$ cat config.mk
export PLATFORM = sky130hd
export DESIGN_NAME = phy_link_request_status
export DESIGN_NICKNAME = d
export VERILOG_FILES = /design/src/phy_link_pkg.sv /design/src/request_decoder.sv /design/src/phy_link_request_status.sv
export VERILOG_INCLUDE_DIRS = /design/src /design/src/src
export SDC_FILE = /design/constraint.sdc
export NUM_CORES = 1
export LEC_CHECK = 0
export ABC_AREA = 1
export BUFFER_PORTS_ARGS = -buffer_cell sky130_fd_sc_hd__clkbuf_2
export CORE_ASPECT_RATIO = 1.75
export CORE_MARGIN = 2
export CORE_UTILIZATION = 60
export CTS_CLUSTER_DIAMETER = 60
export DETAILED_ROUTE_END_ITERATION = 10
export GPL_TIMING_DRIVEN = 0
export PLACE_DENSITY = 0.8
export SYNTH_ARGS = -nofsm -noshare
export SYNTH_HDL_FRONTEND = slang
export SYNTH_SLANG_ARGS = --single-unit
$ cat constraint.sdc
create_clock -name clk_sys -period 3.7 [get_ports clk_sys]
set_input_delay 1.11 -clock clk_sys [delete_from_list [all_inputs] [get_ports clk_sys]]
set_output_delay 1.11 -clock clk_sys [all_outputs]
set_load 0.05 [all_outputs]
$ cat src/phy_link_defines.svh
`ifndef PHY_LINK_DEFINES_SVH
`define PHY_LINK_DEFINES_SVH

// Request type codes, bits 1..3 of a request
`define REQ_IMMEDIATE     3'h0
`define REQ_ISOCHRONOUS   3'h1
`define REQ_PRIORITY      3'h2
`define REQ_FAIR          3'h3
`define REQ_READ          3'h4
`define REQ_WRITE         3'h5
`define REQ_ACCEL         3'h6

// Request stream lengths in bits, start and stop included
`define LEN_BUS_LONG      5'h08
`define LEN_READ          5'h09
`define LEN_WRITE         5'h11
`define LEN_ACCEL         5'h06

// Speed field code for the 400 rate
`define SPEED_RATE_400    3'h4

// Control pair codes driven by the device
`define CTL_IDLE          2'h0
`define CTL_STATUS        2'h1
`define CTL_RECEIVE       2'h2
`define CTL_GRANT         2'h3

// Final status counter values, one less than transfer length in cycles
`define STAT_CYC_SHORT    3'h1
`define STAT_CYC_LONG     3'h7

// Register holding acceleration enable, and its bit
`define ACCEL_REG_ADDR    4'h5
`define ACCEL_EN_BIT      1
// Register holding the node address, sent after self identification unless a read is already pending
`define NODE_ID_REG_ADDR  4'h0

// Number of device registers
`define NUM_REGS          16

`endif

$ cat src/phy_link_pkg.sv
package phy_link_pkg;

    typedef enum logic [2:0] {
        BUS_IMMEDIATE   = 3'h0,
        BUS_ISOCHRONOUS = 3'h1,
        BUS_PRIORITY    = 3'h2,
        BUS_FAIR        = 3'h3
    } bus_kind_t;

    typedef struct packed {
        logic      valid;
        bus_kind_t kind;
        logic      speed_ok;
        logic      rate_400;
    } bus_req_t;

    typedef struct packed {
        logic arb_reset_gap;
        logic subaction_gap;
        logic bus_reset;
        logic interrupt;
    } status_flags_t;

    typedef enum logic [2:0] {
        ST_IDLE  = 3'b001,
        ST_SEND  = 3'b010,
        ST_GAP   = 3'b100
    } stat_state_t;

endpackage

$ cat src/request_decoder.sv
`timescale 1ns/10ps
`include "phy_link_defines.svh"

// Shifts in the serial request stream, reports each complete request.
module request_decoder
    import phy_link_pkg::*;
(
    // Clock and reset
    input  wire logic        clk_sys,
    input  wire logic        rst_n,
    // Serial request line
    input  wire logic        link_request_line,
    // Decoded request, one-cycle pulse
    output logic             done,
    output logic [2:0]       req_type,
    output logic [15:0]      payload,
    output logic [4:0]       length
);

    typedef struct packed {
        logic        busy;
        logic [4:0]  count;
        logic [16:0] shift;
        logic        done;
        logic [2:0]  req_type;
        logic [15:0] payload;
        logic [4:0]  length;
    } dec_state_t;

    dec_state_t state_reg;
    dec_state_t state_next;

    logic [4:0]  total_bits;
    logic [16:0] shifted;

    always_comb begin
        state_next      = state_reg;
        state_next.done = 1'b0;
        shifted         = {state_reg.shift[15:0], link_request_line};
        total_bits      = 5'h00;
        if (!state_reg.busy) begin
            if (link_request_line) begin
                state_next.busy  = 1'b1;
                state_next.count = 5'h01;
                state_next.shift = 17'h00001;
            end
        end else begin
            state_next.shift = shifted;
            state_next.count = state_reg.count + 5'h01;
            if (state_reg.count >= 5'h04) begin
                unique case (state_reg.shift[state_reg.count - 5'h04 +: 3])
                    `REQ_READ:  total_bits = `LEN_READ;
                    `REQ_WRITE: total_bits = `LEN_WRITE;
                    `REQ_ACCEL: total_bits = `LEN_ACCEL;
                    default:    total_bits = `LEN_BUS_LONG;
                endcase
            end
            // Bus requests always run the full 8 bits
            if (state_reg.count + 5'h01 == total_bits) begin
                state_next.busy     = 1'b0;
                state_next.done     = 1'b1;
                state_next.length   = total_bits;
                state_next.req_type = shifted[total_bits - 5'h02 -: 3];
                state_next.payload  = 16'(shifted >> 1);
            end
        end
    end

    always_ff @(posedge clk_sys or negedge rst_n) begin
        if (!rst_n) begin
            state_reg <= '0;
        end else begin
            state_reg <= state_next;
        end
    end

    assign done     = state_reg.done;
    assign req_type = state_reg.req_type;
    assign payload  = state_reg.payload;
    assign length   = state_reg.length;

endmodule

$ cat src/phy_link_request_status.sv
`timescale 1ns/10ps
`include "phy_link_defines.svh"
// Functional notes
// - Requests start with 1, stop with 0, MSB first; line idles low.
// - Bits 1-3 give request type, immediate through acceleration control.
// - Everything is driven and sampled on the interface clock rising edge.
// - Speed 100 is rate 400; 000 and 010 also valid, others invalid, processed but sent as null.
// - Register read request is 9 bits with 4-bit address.
// - Register write request is 17 bits, address then 8 data bits.
// - Acceleration request is 6 bits with one enable bit.
// - Receive cancels pending fair/priority; receive during shifting ignores it.
// - Isochronous request stays pending until the bus is won.
// - Immediate request during reception is granted at packet end.
// - One bus request at a time; bus reset clears pending requests.
// - Write data loads at stream end; register requests accepted anytime.
// - Read contents go out by status transfer, retried if interrupted.
// - Further reads ignored while one pending; bus reset keeps it.
// - Acceleration features active only while the enable bit is set.
// - Acceleration request acts at once; reset or iso re-enables.
// - Status starts only when idle, code 01, two bits per clock.
// - Status lasts 2 cycles for flags alone, 8 with register.
// - Flags delivered when sent; register only after all bits sent.
// - At least one idle cycle between status transfers.
// - After self identification the node address register is sent; this design skips it if a read is already pending.
// - Status ends with idle, or grant if a bus reset is pending.
// - Status order: gaps, bus reset, interrupt, address, contents.
module phy_link_request_status
    import phy_link_pkg::*;
#(
    parameter int NUM_REGS = `NUM_REGS
)(
    // Clock and reset
    input  wire logic        clk_sys,
    input  wire logic        rstn,
    // Link request line
    input  wire logic        link_request_line,
    // Core-side events
    input  wire logic        receive_active,
    input  wire logic        bus_won,
    input  wire logic        bus_lost,
    input  wire logic        bus_reset_event,
    input  wire logic        self_id_done,
    input  wire status_flags_t flag_events,
    input  wire logic [7:0]  reg_read_data,
    // Control pair and low data lines toward the link
    output logic [1:0]       interface_control_pair,
    output logic [1:0]       data_low,
    output logic             data_oe,
    // Requests and register control to the core
    output bus_req_t         pending_bus_request,
    output logic             immediate_grant,
    output logic             acceleration_active,
    output logic [3:0]       reg_write_addr,
    output logic [7:0]       reg_write_data,
    output logic             reg_write_strobe,
    output logic [3:0]       reg_read_addr
);

    ////////////////////////////////////////////////////////////////////////
    // Reset release

    logic [1:0] rst_sync_reg;
    logic       rst_n;

    always_ff @(posedge clk_sys or negedge rstn) begin
        if (!rstn) begin
            rst_sync_reg <= 2'h0;
        end else begin
            rst_sync_reg <= {rst_sync_reg[0], 1'b1};
        end
    end

    assign rst_n = rst_sync_reg[1];

    ////////////////////////////////////////////////////////////////////////
    // Request decoding

    logic        req_done;
    logic [2:0]  req_type;
    logic [15:0] req_payload;
    logic [4:0]  req_length;

    request_decoder u_decoder (
        .clk_sys           (clk_sys),
        .rst_n             (rst_n),
        .link_request_line (link_request_line),
        .done              (req_done),
        .req_type          (req_type),
        .payload           (req_payload),
        .length            (req_length)
    );

    ////////////////////////////////////////////////////////////////////////
    // State

    typedef struct packed {
        bus_req_t      bus_req;
        logic          rx_seen;
        logic          in_req;
        logic          recv_prev;
        logic          imm_grant;
        logic          accel_bit;
        logic          accel_on;
        logic [7:0]    accel_reg;
        logic          read_pend;
        logic [3:0]    read_addr;
        logic          wr_strobe;
        logic [3:0]    wr_addr;
        logic [7:0]    wr_data;
        status_flags_t flags_pend;
        logic          reset_pend;
        stat_state_t   st;
        logic [2:0]    st_cnt;
        logic          st_long;
        logic [15:0]   st_word;
        logic [1:0]    ctl;
        logic [1:0]    dat;
        logic          oe;
    } top_state_t;

    top_state_t s_reg;
    top_state_t s_next;

    logic [2:0] speed;
    logic       new_bus;
    logic       flags_any;

    always_comb begin
        s_next           = s_reg;
        s_next.wr_strobe = 1'b0;
        s_next.imm_grant = 1'b0;
        s_next.recv_prev = receive_active;
        speed            = req_payload[2:0];
        new_bus          = req_done && !req_type[2];
        flags_any        = |s_reg.flags_pend;

        if (bus_reset_event) begin
            s_next.reset_pend = 1'b1;
        end

        // A receive inside the current stream voids a new fair/priority request
        if (receive_active) begin
            s_next.rx_seen = 1'b1;
        end
        if (req_done) begin
            s_next.in_req = 1'b0;
        end
        if ((!s_reg.in_req || req_done) && link_request_line) begin
            s_next.in_req  = 1'b1;
            s_next.rx_seen = receive_active;
        end

        // Bus request bookkeeping
        if (bus_won || bus_lost) begin
            s_next.bus_req.valid = 1'b0;
        end
        if (receive_active && s_reg.bus_req.valid
            && (s_reg.bus_req.kind == BUS_FAIR
                || s_reg.bus_req.kind == BUS_PRIORITY)) begin
            s_next.bus_req.valid = 1'b0;
        end
        if (bus_lost && s_reg.bus_req.kind == BUS_ISOCHRONOUS) begin
            s_next.bus_req.valid = s_reg.bus_req.valid;
        end
        if (new_bus && !s_reg.bus_req.valid
            && !((req_type == `REQ_FAIR || req_type == `REQ_PRIORITY)
                 && (s_reg.rx_seen || receive_active))) begin
            s_next.bus_req.valid    = 1'b1;
            s_next.bus_req.kind     = bus_kind_t'(req_type);
            s_next.bus_req.rate_400 = (speed == `SPEED_RATE_400);
            s_next.bus_req.speed_ok = (speed == 3'h0 || speed == 3'h2
                                       || speed == `SPEED_RATE_400);
            if (req_type == `REQ_ISOCHRONOUS) begin
                s_next.accel_on = s_reg.accel_bit;
            end
        end
        // Immediate request granted at end of reception
        if (s_reg.bus_req.valid && s_reg.bus_req.kind == BUS_IMMEDIATE
            && s_reg.recv_prev && !receive_active) begin
            s_next.imm_grant     = 1'b1;
            s_next.bus_req.valid = 1'b0;
        end
        if (bus_reset_event) begin
            s_next.bus_req.valid = 1'b0;
            s_next.accel_on      = s_reg.accel_bit;
        end

        if (req_done && req_type == `REQ_WRITE) begin
            s_next.wr_strobe = 1'b1;
            s_next.wr_addr   = req_payload[11:8];
            s_next.wr_data   = req_payload[7:0];
            if (req_payload[11:8] == `ACCEL_REG_ADDR) begin
                s_next.accel_reg = req_payload[7:0];
                s_next.accel_bit = req_payload[`ACCEL_EN_BIT];
                s_next.accel_on  = req_payload[`ACCEL_EN_BIT];
            end
        end
        if (req_done && req_type == `REQ_ACCEL) begin
            s_next.accel_on = req_payload[0];
        end
        if (req_done && req_type == `REQ_READ && !s_reg.read_pend) begin
            s_next.read_pend = 1'b1;
            s_next.read_addr = req_payload[3:0];
        end
        if (self_id_done && !s_reg.read_pend) begin
            s_next.read_pend = 1'b1;
            s_next.read_addr = `NODE_ID_REG_ADDR;
        end

        // Status transfer engine
        unique case (s_reg.st)
            ST_IDLE: begin
                s_next.ctl = `CTL_IDLE;
                s_next.oe  = 1'b1;
                s_next.dat = 2'h0;
                if (!receive_active && (flags_any || s_reg.read_pend)
                    && s_reg.ctl == `CTL_IDLE) begin
                    s_next.st      = ST_SEND;
                    s_next.st_long = s_reg.read_pend;
                    s_next.st_word = {s_reg.flags_pend, s_reg.read_addr,
                                      reg_read_data};
                    s_next.st_cnt  = 3'h0;
                    s_next.ctl     = `CTL_STATUS;
                    s_next.dat     = s_reg.flags_pend[3:2];
                    s_next.flags_pend.arb_reset_gap = 1'b0;
                    s_next.flags_pend.subaction_gap = 1'b0;
                end
            end
            ST_SEND: begin
                if (receive_active) begin
                    // Interrupted; unsent items remain pending for retry
                    s_next.st  = ST_GAP;
                    s_next.ctl = `CTL_RECEIVE;
                end else if (s_reg.st_cnt == (s_reg.st_long ? `STAT_CYC_LONG
                                              : `STAT_CYC_SHORT)) begin
                    s_next.st  = ST_GAP;
                    s_next.ctl = s_reg.reset_pend ? `CTL_GRANT
                                                  : `CTL_IDLE;
                    s_next.reset_pend = bus_reset_event;
                    s_next.dat = 2'h0;
                    if (s_reg.st_long) begin
                        s_next.read_pend = 1'b0;
                    end
                end else begin
                    s_next.st_cnt = s_reg.st_cnt + 3'h1;
                    s_next.dat = 2'(s_reg.st_word >> (12 - 2 * s_reg.st_cnt));
                    if (s_reg.st_cnt == 3'h0) begin
                        s_next.flags_pend.bus_reset = 1'b0;
                        s_next.flags_pend.interrupt = 1'b0;
                    end
                end
            end
            ST_GAP: begin
                // One idle cycle at least before the next transfer
                s_next.ctl = receive_active ? `CTL_RECEIVE : `CTL_IDLE;
                s_next.dat = 2'h0;
                if (!receive_active) begin
                    s_next.st = ST_IDLE;
                end
            end
            default: begin
                s_next.st = ST_IDLE;
            end
        endcase

        // New events set after delivery, so the set wins
        s_next.flags_pend = s_next.flags_pend | flag_events;
        s_next.accel_on   = s_next.accel_on && s_next.accel_bit;
    end

    always_ff @(posedge clk_sys or negedge rst_n) begin
        if (!rst_n) begin
            s_reg    <= '0;
            s_reg.st <= ST_IDLE;
        end else begin
            s_reg <= s_next;
        end
    end

    ////////////////////////////////////////////////////////////////////////
    // Outputs, all registered

    assign interface_control_pair = s_reg.ctl;
    assign data_low               = s_reg.dat;
    assign data_oe                = s_reg.oe;
    assign pending_bus_request    = s_reg.bus_req;
    assign immediate_grant        = s_reg.imm_grant;
    assign acceleration_active    = s_reg.accel_on;
    assign reg_write_addr         = s_reg.wr_addr;
    assign reg_write_data         = s_reg.wr_data;
    assign reg_write_strobe       = s_reg.wr_strobe;
    assign reg_read_addr          = s_reg.read_addr;

endmodule

==> impl_metrics.csv <==
group,metric,value,unit
timing,max_slew_margin,53.2,%
yosys,synth_top_area_share,47.6,%
cts,cts_buffers,9,
timing,fin_ws,0.419,ns
die,dieArea,0.00982,mm2
yosys,synth_edf_count,0,
yosys,synthTopCellsByCount,"nand2_1, dfrtp_1, inv_1",
placement,post-place-ws,0.529,ns
yosys,avgSynthCellArea,8.09,um2
pwr,power,5.76,mW
layout,finalNetCount,758,
cts,clkSinkCount,104,
route,avgRoutedWirePerCell,15.9,um
timing,worst_pin_slew,0.697,ns
setup_path,cp.required,3.93,ns
grt,grt_pass1_wl,21900,um
layout,largest_reg_flops,33,
yosys,syn_nets,697,
grt,overflow,0,
cts,cts_hold_buf,0,
setup_path,end_kind,"flip-flop",
die,core_area,0.00873,mm2
setup_path,cp_data_arrival_time,3.51,ns
cts,root_buffer,"clkbuf_16",
yosys,synthTopCellsByArea,"dfrtp_1, nand2_1, inv_1",
cts,clockBufferDepth,2,
setup_path,critical_path_class,"reg2reg",
timing,fmax,305,MHz
setup_path,crit_path_frequent_cell,"nand2_1",
yosys,post-synth-top-count-cell,"nand2_1",
layout,fillCellCount,726,
timing,drv_slew,0,
grt,grt_max_degree,64,
layout,n_antenna_cell,0,
route,ant_nets,0,
grt,grt.total_usage,29.6,%
die,start_util,62.0,%
route,wirelength,13500,um
placement,dp.cells,836,
route,vias_per_cell,5.57,
timing,skew,0.00570,ns
job,drv_cap,0,
layout,area_growth,12.8,%
grt,grt_util_met3,4.43,%
worst_hold_path,hp-class,"reg2async",
yosys,yosys.area.top_type,"dfrtp_1",
setup_path,start_kind,"flip-flop",
cts,tritoncts,"done",
layout,finalNonFillerCells,852,
die,die_y,130,um
pwr,ir_drop,0.000547,V
yosys,ys_ff_latch,104,
route,via_count,4748,
route,drtIter0Drc,333,
die,ios,50,
setup_path,crit_slowest_cell,"ha_1",
status,status,"complete, no violations",
timing,finalSetupViolations,0,
cts,clkSlewWorstSetupHoldPaths,0.07,ns
die,rows,45,
yosys,syn_area,0.00541,mm2
cts,cts.repair.resized,0,
timing,post-route-period-util,88.7,%
timing,fin_crit,3.28,ns
grt,antenna_found_initial,0,
setup_path,cpPeakStageDelay,0.42,ns
timing,hold_viol_final,0,
cts,cts_max_level,3,
grt,use_met1,28.5,%
setup_path,cp_max_fo,10,
route,firstDrtPassIters,8,
placement,port_buffers,49,
grt,first_global_vias,4743,
setup_path,cp_cell_sequence,"buf_4 > inv_2 > ha_1 > inv_1 > nor2_1 > nand2_1 > nand2_1 > a21oi_1 > nand2_1 > inv_1 > nor2_2 > nand3_2 > ha_1 > inv_1 > nand3_1 > nand2_1 > nand2_1 > nand3_1 > o21ai_1",
yosys,yosys_warnings,0,
yosys,ys_seq_area_share,48.1,%
placement,place_area,0.00583,mm2
pwr,leakage,3.21,nW
grt,busiest_layer,"met2",
yosys,syn_inst,669,
layout,drive_gt1_share,17.7,%
placement,dpl.hpwl,10200,um
pwr,power_density,944,mW/mm2
yosys,async_reset_ff_share,100,%
cts,clock_latency,0.34,ns
grt,met2_usage,55.2,%
die,die_w,75.8,um
yosys,synthDistinctLibCells,42,
cts,post_cts_buffers,0,
yosys,synth_ff_type,"dfrtp_1",
layout,design_area,0.00610,mm2
route,drc_errors,0,
placement,globalplace.congestion,1.05,
timing,rsz0062_at_grt,"false",
==> through the flow <==
step / hold slack (ns) / setup TNS (ns) / util (%)
3_3_place_gp: 0.337 / -40.09 / 66.5
6_report: 0.335 / 0 / 69.9
2_1_floorplan: 0.331 / 0 / -
4_1_cts: 0.355 / 0 / 69.9
5_1_grt: 0.373 / 0 / 69.9
3_5_place_dp: 0.345 / 0 / 66.9
==> cells by family after synthesis <==
logic type	after synthesis	synth area share (%)
flops	104	48.1
fa+ha+maj	8	1.85
simple gates	310	24.5
buf+inv	128	12.0
other cells	1	0.0693
xor+xnor	4	0.648
compound gates	114	12.9
==> report_power, final <==
part,internal (mW),switching (mW)
sequential,1.53,0.292
clock,0.476,0.404
combinational,1.03,2.03
total,3.03,2.73
==> worst max-delay path: cells and delay by family, from the launching register on <==
| family | cells | cell delay (ns) |
|---|---|---|
| and+or+nand+nor | 10 | 1.17 |
| buffers and inverters | 5 | 0.69 |
| adders and majority gates | 2 | 0.81 |
| DFF | 1 | 0.38 |
| AOI/OAI and AO/OA | 2 | 0.11 |
==> cells in the final DEF (no fill, tap or decap), types with 2 or more instances in the layout <==
master,count
clkbuf_16,9
dfrtp_1,102
o21ai_2,13
o21ai_0,43
buf_2,2
nand3_1,56
or2_2,2
xnor2_1,2
nor2_1,40
nor2_2,2
buf_4,29
clkbuf_1,14
inv_2,2
ha_1,8
nor3_1,8
inv_1,75
nand3_2,3
xor2_1,2
o22ai_1,27
nand2_1,187
nand4_1,6
clkinvlp_4,2
buf_6,5
clkinv_1,2
o221ai_1,4
a31oi_1,3
o21ai_1,4
o21bai_1,4
clkbuf_2,49
a21oi_1,12
==> layer usage <==
metal / part of all wire (%) / vias up
li1: - / 2267
met1: 34 / 2274
met2: 57 / 153
met5: 0 / -
met3: 3.1 / 54
met4: 5.3 / 0
==> area by class of cell <==
cell class | instances | area, um2 | share of cell area [%]
plain buffers | 47 | 337 | 5.51
clock buffers | 14 | 254 | 4.16
clock inverters | 2 | 15.0 | 0.246
inverters | 81 | 310 | 5.08
multi-input cells | 437 | 2160 | 35.4
flip-flops and latches | 104 | 2610 | 42.7
well taps | 117 | 146 | 2.40
repair buffers | 50 | 273 | 4.47
==> final timing paths <==
path                                                     start                                 to  slack, ns  cells past startpoint
setup / recovery           u_decoder.state_reg[44]$_DFFE_PN0P_  u_decoder.req_type[1]$_DFFE_PN0P_       0.42                     19
hold / removal                       rst_sync_reg[1]$_DFF_PN0_          immediate_grant$_DFF_PN0_       0.33                      0
setup reg to reg           u_decoder.state_reg[44]$_DFFE_PN0P_  u_decoder.req_type[1]$_DFFE_PN0P_       0.42                     19
hold reg to reg                      rst_sync_reg[1]$_DFF_PN0_          immediate_grant$_DFF_PN0_       0.33                      0
max in group asynchronous            rst_sync_reg[1]$_DFF_PN0_              s_reg[25]$_DFFE_PN1P_       2.66                      1
min in group clk_sys                 rst_sync_reg[0]$_DFF_PN0_          rst_sync_reg[1]$_DFF_PN0_       0.36                      0
Note: power is estimated with default switching activity, not from simulation.
